**config.mk**
```make
export PLATFORM = sky130hd
export DESIGN_NAME = mpf_filter
export DESIGN_NICKNAME = d
export VERILOG_FILES = /design/src/pkg/mpf_pkg.sv /design/src/verilog/mpf_filter.sv
export SDC_FILE = /design/constraint.sdc
export NUM_CORES = 2
export LEC_CHECK = 0
export BUFFER_PORTS_ARGS = -buffer_cell sky130_fd_sc_hd__buf_2
export CORE_ASPECT_RATIO = 2
export CORE_MARGIN = 3
export CORE_UTILIZATION = 40
export DETAILED_ROUTE_END_ITERATION = 12
export GPL_ROUTABILITY_DRIVEN = 0
export PLACE_DENSITY = 0.6
export RECOVER_POWER = 25
export SKIP_LAST_GASP = 1
export SYNTH_ARGS = -nofsm -noshare
export SYNTH_HDL_FRONTEND = slang
export SYNTH_SLANG_ARGS = --single-unit
```
**constraint.sdc**
```tcl
create_clock -name mclk_i -period 48.9 [get_ports mclk_i]
set_input_delay 7.335 -clock mclk_i [delete_from_list [all_inputs] [get_ports mclk_i]]
set_output_delay 7.335 -clock mclk_i [all_outputs]
set_load 0.01 [all_outputs]
```
**src/pkg/mpf_pkg.sv**
```systemverilog
// Constants and carrier types for the pause and receive address filter block.
package mpf_pkg;
	// ==========================================================================
	// Register map, byte addresses
	// ==========================================================================
	localparam logic [7:0] MPF_A_NCFG  = 8'h04;
	localparam logic [7:0] MPF_A_PTIME = 8'h38;
	localparam logic [7:0] MPF_A_HASHL = 8'h90;
	localparam logic [7:0] MPF_A_HASHH = 8'h94;
	localparam logic [7:0] MPF_A_SA1L  = 8'h98;
	localparam logic [7:0] MPF_A_SA1H  = 8'h9C;
	localparam logic [7:0] MPF_A_SA4H  = 8'hB4;
	localparam logic [7:0] MPF_A_TYPE  = 8'hB8;
	localparam logic [31:0] MPF_NCFG_RST = 32'h0000_0000;
	// ==========================================================================
	// Configuration bit positions
	// ==========================================================================
	localparam int MPF_B_FD   = 1;
	localparam int MPF_B_JUMBO = 3;
	localparam int MPF_B_CAF  = 4;
	localparam int MPF_B_MCH  = 6;
	localparam int MPF_B_UCH  = 7;
	localparam int MPF_B_RTY  = 12;
	localparam int MPF_B_PAE  = 13;
	localparam int MPF_B_RXHD = 18;
	localparam int MPF_B_IFCS = 19;
	// ==========================================================================
	// Frame constants
	// ==========================================================================
	// First received byte sits in the low byte, as in the address registers.
	localparam logic [47:0] MPF_PAUSE_DA  = 48'h0100_00C2_8001;
	localparam logic [15:0] MPF_TYPE_CTL  = 16'h8808;
	localparam logic [15:0] MPF_OPC_PAUSE = 16'h0001;
	localparam logic [15:0] MPF_LEN_TYPE  = 16'h0600;
	localparam logic [13:0] MPF_LEN_OVH   = 14'd18;
	localparam logic [31:0] MPF_CRC_RES   = 32'hDEBB_20E3;
	localparam logic [3:0]  MPF_NIB_PRE   = 4'h5;
	localparam logic [3:0]  MPF_NIB_SFD   = 4'hD;
	localparam logic [13:0] MPF_MIN_LEN   = 14'd64;
	localparam logic [13:0] MPF_MAX_LEN   = 14'd1518;
	localparam logic [13:0] MPF_JUMBO_LEN = 14'd10240;
	localparam int MPF_QUANTA_BITS = 512;
	localparam int MPF_NIBBLE_BITS = 4;
	localparam logic [6:0] MPF_QUANTA_LAST = 7'(MPF_QUANTA_BITS / MPF_NIBBLE_BITS - 1);
	// ==========================================================================
	// Carriers
	// ==========================================================================
	typedef struct packed {
		logic pause_rx;
		logic align;
		logic fcs;
		logic short_f;
		logic long_f;
		logic jabber;
		logic symbol;
		logic len_mis;
	} mpf_stat_s;
	typedef struct packed {
		logic       bad;
		logic       done;
		logic       good;
		logic       copy;
		logic       byte_vld;
		logic [7:0] data;
	} mpf_dma_s;
endpackage

```
**src/verilog/mpf_filter.sv**
```systemverilog
// Receive pause handling and destination address filter with an AXI4-Lite register slave.
// Notes on behaviour
// - Pause frame needs slot 1 or reserved address, type 8808, opcode 0001.
// - Valid pause frame overwrites pause time regardless of old value or enable.
// - Pause frame receipt raises event 12, in half duplex too.
// - Pause enable and non-zero pause time hold off new transmit frames.
// - Pause time loads only in full duplex.
// - Errored pause frames are discarded; valid ones bump the pause statistic.
// - Pause time decrements every 128 receive clocks once transmit stops.
// - Retry-test bit makes it decrement every receive clock.
// - With pause enable clear, decrement regardless of transmit state.
// - Reaching zero by decrement raises event 13.
// - Too long or receive error flags frame bad at once; end reports good/bad.
// - Receiver pulses alignment, FCS, short, long, jabber, symbol, length statistics.
// - Jumbo enable, clear at reset, allows 10240 bytes; longer is discarded.
// - Source address ignored; half-duplex transmit at address time blocks copy.
// - Destination is first six bytes, LSB first; bit 0 marks multicast.
// - Four address slots, bottom holds first four bytes, top last two.
// - Slot deactivates on reset or bottom write, activates on top write.
// - Six-bit hash index bit i XORs address bits i, i+6 up to i+42.
// - Hash vector low half in bottom register, high half in top.
// - Hash match needs set bit and matching multicast or unicast enable.
// - Copy-all copies error-free frames only.
// - Configuration bit 19 copies frames with FCS errors too.
//
// Our own choice: register access over AXI4-Lite.
`timescale 1ns/1ns
module mpf_filter (
	input  wire logic              mclk_i,
	input  wire logic              rst_i,
	input  wire logic [7:0]        s_axi_awaddr,
	input  wire logic              s_axi_awvalid,
	output logic                   s_axi_awready,
	input  wire logic [31:0]       s_axi_wdata,
	input  wire logic [3:0]        s_axi_wstrb,
	input  wire logic              s_axi_wvalid,
	output logic                   s_axi_wready,
	output logic [1:0]             s_axi_bresp,
	output logic                   s_axi_bvalid,
	input  wire logic              s_axi_bready,
	input  wire logic [7:0]        s_axi_araddr,
	input  wire logic              s_axi_arvalid,
	output logic                   s_axi_arready,
	output logic [31:0]            s_axi_rdata,
	output logic [1:0]             s_axi_rresp,
	output logic                   s_axi_rvalid,
	input  wire logic              s_axi_rready,
	input  wire logic              rx_clk_i,
	input  wire logic              rx_dv_i,
	input  wire logic [3:0]        rx_data_i,
	input  wire logic              receive_error_in_i,
	input  wire logic              tx_busy_i,
	output logic                   tx_hold_o,
	output logic                   pause_rx_evt_o,
	output logic                   pause_zero_evt_o,
	output mpf_pkg::mpf_stat_s     stat_inc_o,
	output mpf_pkg::mpf_dma_s      dma_o
);
	import mpf_pkg::*;

	function automatic logic [31:0] crc_byte(input logic [31:0] c, input logic [7:0] d);
		logic [31:0] r;
		r = c;
		for (int i = 0; i < 8; i++) begin
			r = (r[0] ^ d[i]) ? ((r >> 1) ^ 32'hEDB8_8320) : (r >> 1);
		end
		return r;
	endfunction

	function automatic logic [5:0] hash_idx(input logic [47:0] a);
		logic [5:0] h;
		h = 6'h00;
		for (int k = 0; k < 8; k++) begin
			h = h ^ a[k*6 +: 6];
		end
		return h;
	endfunction

	// ==========================================================================
	// Registers
	// ==========================================================================
	logic [31:0] ncfg_r;
	logic [31:0] hash_lo_r;
	logic [31:0] hash_hi_r;
	logic [31:0] sa_lo_r [4];
	logic [15:0] sa_hi_r [4];
	logic [3:0]  sa_act_r;
	logic [31:0] frame_type_compare_r;
	logic [15:0] ptime_r;
	logic [6:0]  quanta_r;

	// ==========================================================================
	// AXI4-Lite slave
	// ==========================================================================
	logic        aw_full_r;
	logic        w_full_r;
	logic [7:0]  aw_addr_r;
	logic [31:0] w_data_r;
	logic [3:0]  w_strb_r;
	wire         wr_go = aw_full_r & w_full_r & ~s_axi_bvalid;
	wire  [7:0]  wa = aw_addr_r;
	wire         wa_sa = (wa >= MPF_A_SA1L) && (wa <= MPF_A_SA4H);
	wire  [1:0]  wa_slot = 2'(({24'h0, wa} - {24'h0, MPF_A_SA1L}) >> 3);
	wire         wa_ok = (wa == MPF_A_NCFG) || (wa == MPF_A_HASHL) || (wa == MPF_A_HASHH)
				|| wa_sa || (wa == MPF_A_TYPE) || (wa == MPF_A_PTIME);
	wire  [31:0] wmask = {{8{w_strb_r[3]}}, {8{w_strb_r[2]}}, {8{w_strb_r[1]}}, {8{w_strb_r[0]}}};
	wire         ra_sa = (s_axi_araddr >= MPF_A_SA1L) && (s_axi_araddr <= MPF_A_SA4H);
	wire  [1:0]  ra_slot = 2'(({24'h0, s_axi_araddr} - {24'h0, MPF_A_SA1L}) >> 3);
	logic [31:0] rd_val;
	logic        rd_ok;

	assign s_axi_awready = ~aw_full_r;
	assign s_axi_wready  = ~w_full_r;
	assign s_axi_arready = ~s_axi_rvalid;

	always_comb begin
		rd_ok  = 1'b1;
		rd_val = 32'h0000_0000;
		if (ra_sa) begin
			rd_val = s_axi_araddr[2] ? {16'h0000, sa_hi_r[ra_slot]} : sa_lo_r[ra_slot];
		end else begin
			unique case (s_axi_araddr)
				MPF_A_NCFG:  rd_val = ncfg_r;
				MPF_A_HASHL: rd_val = hash_lo_r;
				MPF_A_HASHH: rd_val = hash_hi_r;
				MPF_A_TYPE:  rd_val = frame_type_compare_r;
				MPF_A_PTIME: rd_val = {16'h0000, ptime_r};
				default:     rd_ok = 1'b0;
			endcase
		end
	end

	always_ff @(posedge mclk_i or posedge rst_i) begin
		if (rst_i) begin
			aw_full_r    <= 1'b0;
			w_full_r     <= 1'b0;
			aw_addr_r    <= 8'h00;
			w_data_r     <= 32'h0000_0000;
			w_strb_r     <= 4'h0;
			s_axi_bvalid <= 1'b0;
			s_axi_bresp  <= 2'b00;
			s_axi_rvalid <= 1'b0;
			s_axi_rresp  <= 2'b00;
			s_axi_rdata  <= 32'h0000_0000;
		end else begin
			if (s_axi_awvalid && !aw_full_r) begin
				aw_full_r <= 1'b1;
				aw_addr_r <= s_axi_awaddr;
			end
			if (s_axi_wvalid && !w_full_r) begin
				w_full_r <= 1'b1;
				w_data_r <= s_axi_wdata;
				w_strb_r <= s_axi_wstrb;
			end
			if (wr_go) begin
				aw_full_r    <= 1'b0;
				w_full_r     <= 1'b0;
				s_axi_bvalid <= 1'b1;
				s_axi_bresp  <= wa_ok ? 2'b00 : 2'b10;
			end else if (s_axi_bready) begin
				s_axi_bvalid <= 1'b0;
			end
			if (s_axi_arvalid && !s_axi_rvalid) begin
				s_axi_rvalid <= 1'b1;
				s_axi_rdata  <= rd_val;
				s_axi_rresp  <= rd_ok ? 2'b00 : 2'b10;
			end else if (s_axi_rready) begin
				s_axi_rvalid <= 1'b0;
			end
		end
	end

	always_ff @(posedge mclk_i or posedge rst_i) begin
		if (rst_i) begin
			ncfg_r    <= MPF_NCFG_RST;
			hash_lo_r <= 32'h0000_0000;
			hash_hi_r <= 32'h0000_0000;
			frame_type_compare_r <= 32'h0000_0000;
			sa_act_r  <= 4'h0;
			for (int i = 0; i < 4; i++) begin
				sa_lo_r[i] <= 32'h0000_0000;
				sa_hi_r[i] <= 16'h0000;
			end
		end else if (wr_go) begin
			if (wa == MPF_A_NCFG) ncfg_r <= (ncfg_r & ~wmask) | (w_data_r & wmask);
			if (wa == MPF_A_HASHL) hash_lo_r <= (hash_lo_r & ~wmask) | (w_data_r & wmask);
			if (wa == MPF_A_HASHH) hash_hi_r <= (hash_hi_r & ~wmask) | (w_data_r & wmask);
			if (wa == MPF_A_TYPE) frame_type_compare_r <= (frame_type_compare_r & ~wmask) | (w_data_r & wmask);
			if (wa_sa && !wa[2]) begin
				sa_lo_r[wa_slot]  <= (sa_lo_r[wa_slot] & ~wmask) | (w_data_r & wmask);
				sa_act_r[wa_slot] <= 1'b0;
			end
			if (wa_sa && wa[2]) begin
				sa_hi_r[wa_slot]  <= (sa_hi_r[wa_slot] & ~wmask[15:0]) | (w_data_r[15:0] & wmask[15:0]);
				sa_act_r[wa_slot] <= 1'b1;
			end
		end
	end

	wire cfg_fd   = ncfg_r[MPF_B_FD];
	wire cfg_pae  = ncfg_r[MPF_B_PAE];
	wire cfg_rty  = ncfg_r[MPF_B_RTY];

	// ==========================================================================
	// Receive clock and pin synchronisers
	// ==========================================================================
	logic [2:0] rxc_r;
	logic [5:0] rxd_s1_r;
	logic [5:0] rxd_s2_r;
	always_ff @(posedge mclk_i or posedge rst_i) begin
		if (rst_i) begin
			rxc_r    <= 3'b000;
			rxd_s1_r <= 6'h00;
			rxd_s2_r <= 6'h00;
		end else begin
			rxc_r    <= {rxc_r[1:0], rx_clk_i};
			rxd_s1_r <= {receive_error_in_i, rx_dv_i, rx_data_i};
			rxd_s2_r <= rxd_s1_r;
		end
	end
	// Sampling on the falling edge keeps clear of the data changing near the rising edge.
	wire        rx_fall = rxc_r[2] & ~rxc_r[1];
	wire        rx_rise = rxc_r[1] & ~rxc_r[2];
	wire [3:0]  nib = rxd_s2_r[3:0];
	wire        dv  = rxd_s2_r[4];
	wire        er  = rxd_s2_r[5];

	// ==========================================================================
	// Frame reception
	// ==========================================================================
	typedef enum logic [2:0] {
		MPF_ST_IDLE = 3'b001,
		MPF_ST_PRE  = 3'b010,
		MPF_ST_DATA = 3'b100
	} mpf_st_e;
	mpf_st_e     st_r;
	logic        hi_r;
	logic [3:0]  lo_r;
	logic [13:0] cnt_r;
	logic [31:0] crc_r;
	logic [47:0] da_r;
	logic [15:0] ltype_r;
	logic [15:0] opc_r;
	logic [15:0] pq_r;
	logic        bad_r;
	logic        er_r;
	logic        long_r;
	logic        hdblk_r;

	wire [13:0] max_len = ncfg_r[MPF_B_JUMBO] ? MPF_JUMBO_LEN : MPF_MAX_LEN;
	wire [7:0]  byte_in = {nib, lo_r};
	wire        byte_st = (st_r == MPF_ST_DATA) && rx_fall && dv && hi_r;
	wire        end_st  = (st_r == MPF_ST_DATA) && rx_fall && !dv;
	wire        too_long = byte_st && (cnt_r == max_len);
	wire        err_now  = rx_fall && dv && er && (st_r == MPF_ST_DATA);

	always_ff @(posedge mclk_i or posedge rst_i) begin
		if (rst_i) begin
			st_r    <= MPF_ST_IDLE;
			hi_r    <= 1'b0;
			lo_r    <= 4'h0;
			cnt_r   <= 14'd0;
			crc_r   <= 32'hFFFF_FFFF;
			da_r    <= 48'h0;
			ltype_r <= 16'h0000;
			opc_r   <= 16'h0000;
			pq_r    <= 16'h0000;
			bad_r   <= 1'b0;
			er_r    <= 1'b0;
			long_r  <= 1'b0;
			hdblk_r <= 1'b0;
		end else begin
			unique case (st_r)
				MPF_ST_IDLE: begin
					if (rx_fall && dv && nib == MPF_NIB_PRE) st_r <= MPF_ST_PRE;
				end
				MPF_ST_PRE: begin
					if (rx_fall && !dv) begin
						st_r <= MPF_ST_IDLE;
					end else if (rx_fall && nib == MPF_NIB_SFD) begin
						st_r   <= MPF_ST_DATA;
						hi_r   <= 1'b0;
						cnt_r  <= 14'd0;
						crc_r  <= 32'hFFFF_FFFF;
						bad_r  <= 1'b0;
						er_r   <= 1'b0;
						long_r <= 1'b0;
						hdblk_r <= 1'b0;
					end else if (rx_fall && nib != MPF_NIB_PRE) begin
						st_r <= MPF_ST_IDLE;
					end
				end
				MPF_ST_DATA: begin
					if (end_st) st_r <= MPF_ST_IDLE;
					if (rx_fall && dv) begin
						hi_r <= ~hi_r;
						if (!hi_r) lo_r <= nib;
					end
					if (byte_st) begin
						crc_r <= crc_byte(crc_r, byte_in);
						if (cnt_r != max_len) cnt_r <= cnt_r + 14'd1;
						if (cnt_r < 14'd6) da_r[cnt_r[2:0]*8 +: 8] <= byte_in;
						// Of the two addresses only the destination is latched; the source bytes pass unchecked.
						if (cnt_r == 14'd5) begin
							hdblk_r <= tx_busy_i && !cfg_fd && !ncfg_r[MPF_B_RXHD];
						end
						if (cnt_r == 14'd12) ltype_r[15:8] <= byte_in;
						if (cnt_r == 14'd13) ltype_r[7:0]  <= byte_in;
						if (cnt_r == 14'd14) opc_r[15:8]   <= byte_in;
						if (cnt_r == 14'd15) opc_r[7:0]    <= byte_in;
						if (cnt_r == 14'd16) pq_r[15:8]    <= byte_in;
						if (cnt_r == 14'd17) pq_r[7:0]     <= byte_in;
					end
					if (too_long) long_r <= 1'b1;
					if (err_now) er_r <= 1'b1;
					if (too_long || err_now) bad_r <= 1'b1;
				end
				default: st_r <= MPF_ST_IDLE;
			endcase
		end
	end

	// ==========================================================================
	// End-of-frame checks and filter
	// ==========================================================================
	wire        e_fcs   = (crc_r != MPF_CRC_RES);
	wire        e_align = hi_r;
	wire        e_short = (cnt_r < MPF_MIN_LEN);
	wire        e_hard  = long_r | er_r | e_short | e_align;
	wire        e_fcs_drop = e_fcs & ~ncfg_r[MPF_B_IFCS];
	wire        is_mc   = da_r[0];
	wire [5:0]  hidx    = hash_idx(da_r);
	wire [63:0] hvec    = {hash_hi_r, hash_lo_r};
	wire        h_hit   = hvec[hidx] &&
				((is_mc && ncfg_r[MPF_B_MCH]) || (!is_mc && ncfg_r[MPF_B_UCH]));
	logic [3:0] sa_hit;
	always_comb begin
		for (int i = 0; i < 4; i++) begin
			sa_hit[i] = sa_act_r[i] && (da_r == {sa_hi_r[i], sa_lo_r[i]});
		end
	end
	wire        f_hit   = |sa_hit || h_hit || ncfg_r[MPF_B_CAF];
	wire        good    = !e_hard && !e_fcs_drop;
	wire        do_copy = good && f_hit && !hdblk_r;
	wire        pause_ok = end_st && !e_hard && !e_fcs &&
				(sa_hit[0] || da_r == MPF_PAUSE_DA) &&
				ltype_r == MPF_TYPE_CTL && opc_r == MPF_OPC_PAUSE;
	wire        len_mis = (ltype_r < MPF_LEN_TYPE) && ({ltype_r[13:0]} + MPF_LEN_OVH != cnt_r);

	always_ff @(posedge mclk_i or posedge rst_i) begin
		if (rst_i) begin
			dma_o      <= '0;
			stat_inc_o <= '0;
			pause_rx_evt_o <= 1'b0;
		end else begin
			dma_o.byte_vld <= byte_st && !bad_r && !too_long && !err_now;
			dma_o.data     <= byte_in;
			dma_o.bad      <= (too_long && !bad_r) || (err_now && !bad_r);
			dma_o.done     <= end_st;
			dma_o.good     <= end_st && good;
			dma_o.copy     <= end_st && do_copy;
			stat_inc_o.pause_rx <= pause_ok;
			stat_inc_o.align    <= end_st && e_align;
			stat_inc_o.fcs      <= end_st && e_fcs && !e_align;
			stat_inc_o.short_f  <= end_st && e_short;
			stat_inc_o.long_f   <= end_st && long_r && !e_fcs;
			stat_inc_o.jabber   <= end_st && long_r && e_fcs;
			stat_inc_o.symbol   <= end_st && er_r;
			stat_inc_o.len_mis  <= end_st && !e_short && len_mis;
			pause_rx_evt_o      <= pause_ok;
		end
	end

	// ==========================================================================
	// Pause timer
	// ==========================================================================
	wire dec_ok   = !cfg_pae || !tx_busy_i;
	wire dec_tick = rx_rise && dec_ok && (cfg_rty || quanta_r == MPF_QUANTA_LAST);
	wire do_load  = pause_ok && cfg_fd;
	assign tx_hold_o = cfg_pae && (ptime_r != 16'h0000);

	always_ff @(posedge mclk_i or posedge rst_i) begin
		if (rst_i) begin
			ptime_r  <= 16'h0000;
			quanta_r <= 7'd0;
			pause_zero_evt_o <= 1'b0;
		end else begin
			pause_zero_evt_o <= 1'b0;
			if (rx_rise && dec_ok) quanta_r <= quanta_r + 7'd1;
			if (do_load) begin
				ptime_r  <= pq_r;
				quanta_r <= 7'd0;
			end else if (dec_tick && ptime_r != 16'h0000) begin
				ptime_r <= ptime_r - 16'h0001;
				pause_zero_evt_o <= (ptime_r == 16'h0001);
			end
		end
	end
endmodule // mpf_filter

```
==> impl_metrics.toml <==
[critical_path]
required_ps = 49440
cp_top_family = "buffers and inverters"
path_cells = "buf_2 > inv_8 > buf_4 > buf_4 > buf_4 > buf_4"
cp_num_buf_inv = 6
cpPeakStageDelay_ps = 910
path_common_cell = "buf_4"
arrival_ps = 11500
crit_type = "primary input to async pin"
worst-path-max-fanout = 117
worst_setup_path_end_kind = "async pin"
start_kind = "primary input"
crit_path_top_delay_cell = "buf_4"

[min_path]
min_path_type = "flop to flop"

[detailed_routing]
highest_layer = "met5"
firstDrtPassIters = 8
post-route-drc-count = 0
routedWlPerCell_um = 29.5
wl_met2_um = 57600
met3_length_um = 7120
drtIter0Drc = 2027
wl_met1_um = 36700
vias_per_cell = 6.04
drtAntennaViolNets = 0
wirelength_um = 114000
vias = 23400

[sta]
max_slew_margin_pct = -76.3
final.setup_skew_ps = 65.9
max_freq_ghz = 0.0913
hold_viol = 0
grt_setup_unrepaired = "false"
fin_crit_ps = 10960
setup_violations = 0
tns_ps = 0
fin_crit_sh_pct = 22.4
drv_slew = 282
worstMarginPinSlew_ps = 2640

[cts]
cts_buffer_depth = 3
cts_sinks = 620
clk_pin_slew_ps = 60
insertion_delay_ps = 690
cts_root_buf = "clkbuf_16"
post-cts-setup-buffer-count = 0
cts_resized = 0
holdBufCountCts = 0
cts_buffers = 58
htree_levels = 2
cts_tree = "yes"

[synthesis]
async_reset_ff_share_pct = 100
ys_types = 88
yosys.cell_count.top_type = "dfrtp_1"
synth_edf_count = 0
yosysTopAreaCellShare_pct = 45.0
synth_cells = 2719
synth_ff_type = "dfrtp_1"
ys_top_cells_by_area = "dfrtp_1 (45%), mux2_2 (16%), mux4_2 (7.7%)"
syn_area_um2 = 32600
ys_seq_area_share_pct = 47.7
synth-seq-cells = 620
ys_warn_count = 0
syn_avg_cell_area_um2 = 12.0
synth.cells.most_frequent = "dfrtp_1 (587), mux2_2 (464), xnor2_1 (198)"
synth_top_area_cell = "dfrtp_1"

[power_and_ir_drop]
vdd_drop_max_uv = 33.8
p_leak_nw = 16.6
powerDensity_nw_per_um2 = 46.8

[die]
die-area_um2 = 85200
die_w_um = 208
initial_core_util_pct = 40.5
fp-row-count = 147
coreArea_um2 = 80600
io_pins = 132
die_y_um = 410

[status]
violations = "capacitance limit, slew limit"
outcome = "finished with violations"

[global_routing]
globalRouteOverflowTotal = 0
grt_start_max_net_pins = 118
grt_pass1_vias = 24500
antenna_found_initial = 8
grt_usage_pct = 26.4
grt_pass1_wl_um = 167000

[final_layout]
drive_above_1_share_pct = 31.9
final_core_util_pct = 45.0
layout.cells.non_filler = 3879
area_growth_pct = 11.0
fillCellCount = 7413
fin_nets = 2864

[placed_design]
port_buffers = 129
place.detailed.hpwl_um = 84700
numPlacedInstances = 3766

[flow_run]
maxCapViolCount = 11
worst reg2reg max path, cell delays in order, from the launching register on:
cell and delay [ps]:
dfrtp_1 690, nand2_1 110, o32ai_1 270, nor3b_1 830, clkbuf_1 1200, nand2_1 490
nor3_1 490, nand2_1 370, mux2_2 380
placed cells by master (no fill, tap or decap), drive strengths merged, types with 6 or more instances in the layout:
cell	count
dfrtp	587
mux2	464
xnor2	199
nand2	193
buf	153
xor2	118
mux4	112
o21ai	111
nor2	100
clkbuf	96
inv	88
a21oi	87
nand3	50
nor4	48
nand4	46
nor3	37
dfstp	33
a22oi	29
a221o	18
clkinv	18
a22o	17
nand2b	16
ha	14
and3	12
and2	12
a221oi	11
o22ai	10
nor4b	10
or3	8
mux2i	8
nor2b	8
nor3b	7
or4	6
worst paths after layout:
check | startpoint | end | slack [ps] | depth (start not counted)
max | rst_i | aw_addr_r[3]$_DFFE_PP0P_ | 37940 | 6
min | rxd_s1_r[3]$_DFF_PP0_ | rxd_s2_r[3]$_DFF_PP0_ | 350 | 0
max reg2reg | rxd_s2_r[3]$_DFF_PP0_ | ltype_r[14]$_DFFE_PP0P_ | 44000 | 8
min reg2reg | rxd_s1_r[3]$_DFF_PP0_ | rxd_s2_r[3]$_DFF_PP0_ | 350 | 0
max in group mclk_i | ptime_r[4]$_DFFE_PP0P_ | tx_hold_o | 38660 | 5
min in group asynchronous | rst_i | ltype_r[11]$_DFFE_PP0P_ | 6770 | 2
where the power goes:
part / total (mW) / internal [mW] / switching (mW)
Clock: 0.487 / 0.272 / 0.215
Combinational: 0.467 / 0.208 / 0.259
Sequential: 0.741 / 0.596 / 0.145
Total: 1.69 / 1.07 / 0.619
cell families (layout without fill, tap and decap cells):
group	Yosys count	in the layout	synth area share (%)
flops	620	620	47.7
compound gates	349	349	6.92
fa+ha+maj	14	14	0.537
mux	584	584	24.0
simple gates	580	580	9.07
xor+xnor	317	317	8.56
other cells	1	7	0.0115
buf+inv	254	365	3.23
cell type report:
type                            count  area (µm²)  area share, %
Antenna cell                        5        12.5         0.0345
Tap cell                         1043        1310           3.60
Clock buffer                       79        1690           4.67
Sequential cell                   620       15600           43.0
Multi-Input combinational cell   1846       16100           44.3
Timing Repair Buffer              170         890           2.46
Inverter                           87         334          0.922
Clock inverter                     29         374           1.03
per-layer routing:
metal  track usage, %  vias to the layer above
met5                0                        -
met4             23.1                        4
met3             5.11                      455
met2             46.5                     1104
met1             26.5                    11900
li1                 -                     9936
metrics by stage:
step                power [mW]  cell area [µm²]  setup WS, ps  hold slack, ps
global route              1.76            36200         37100             350
finish                    1.69            36200         37940             348
global placement          1.18            34200         37130             334
CTS                       1.69            36300         37640             347
floorplan                0.992            32600         24260             331
detailed placement        1.20            34200         36930             335
No activity file was read; power rests on OpenSTA's default activity.
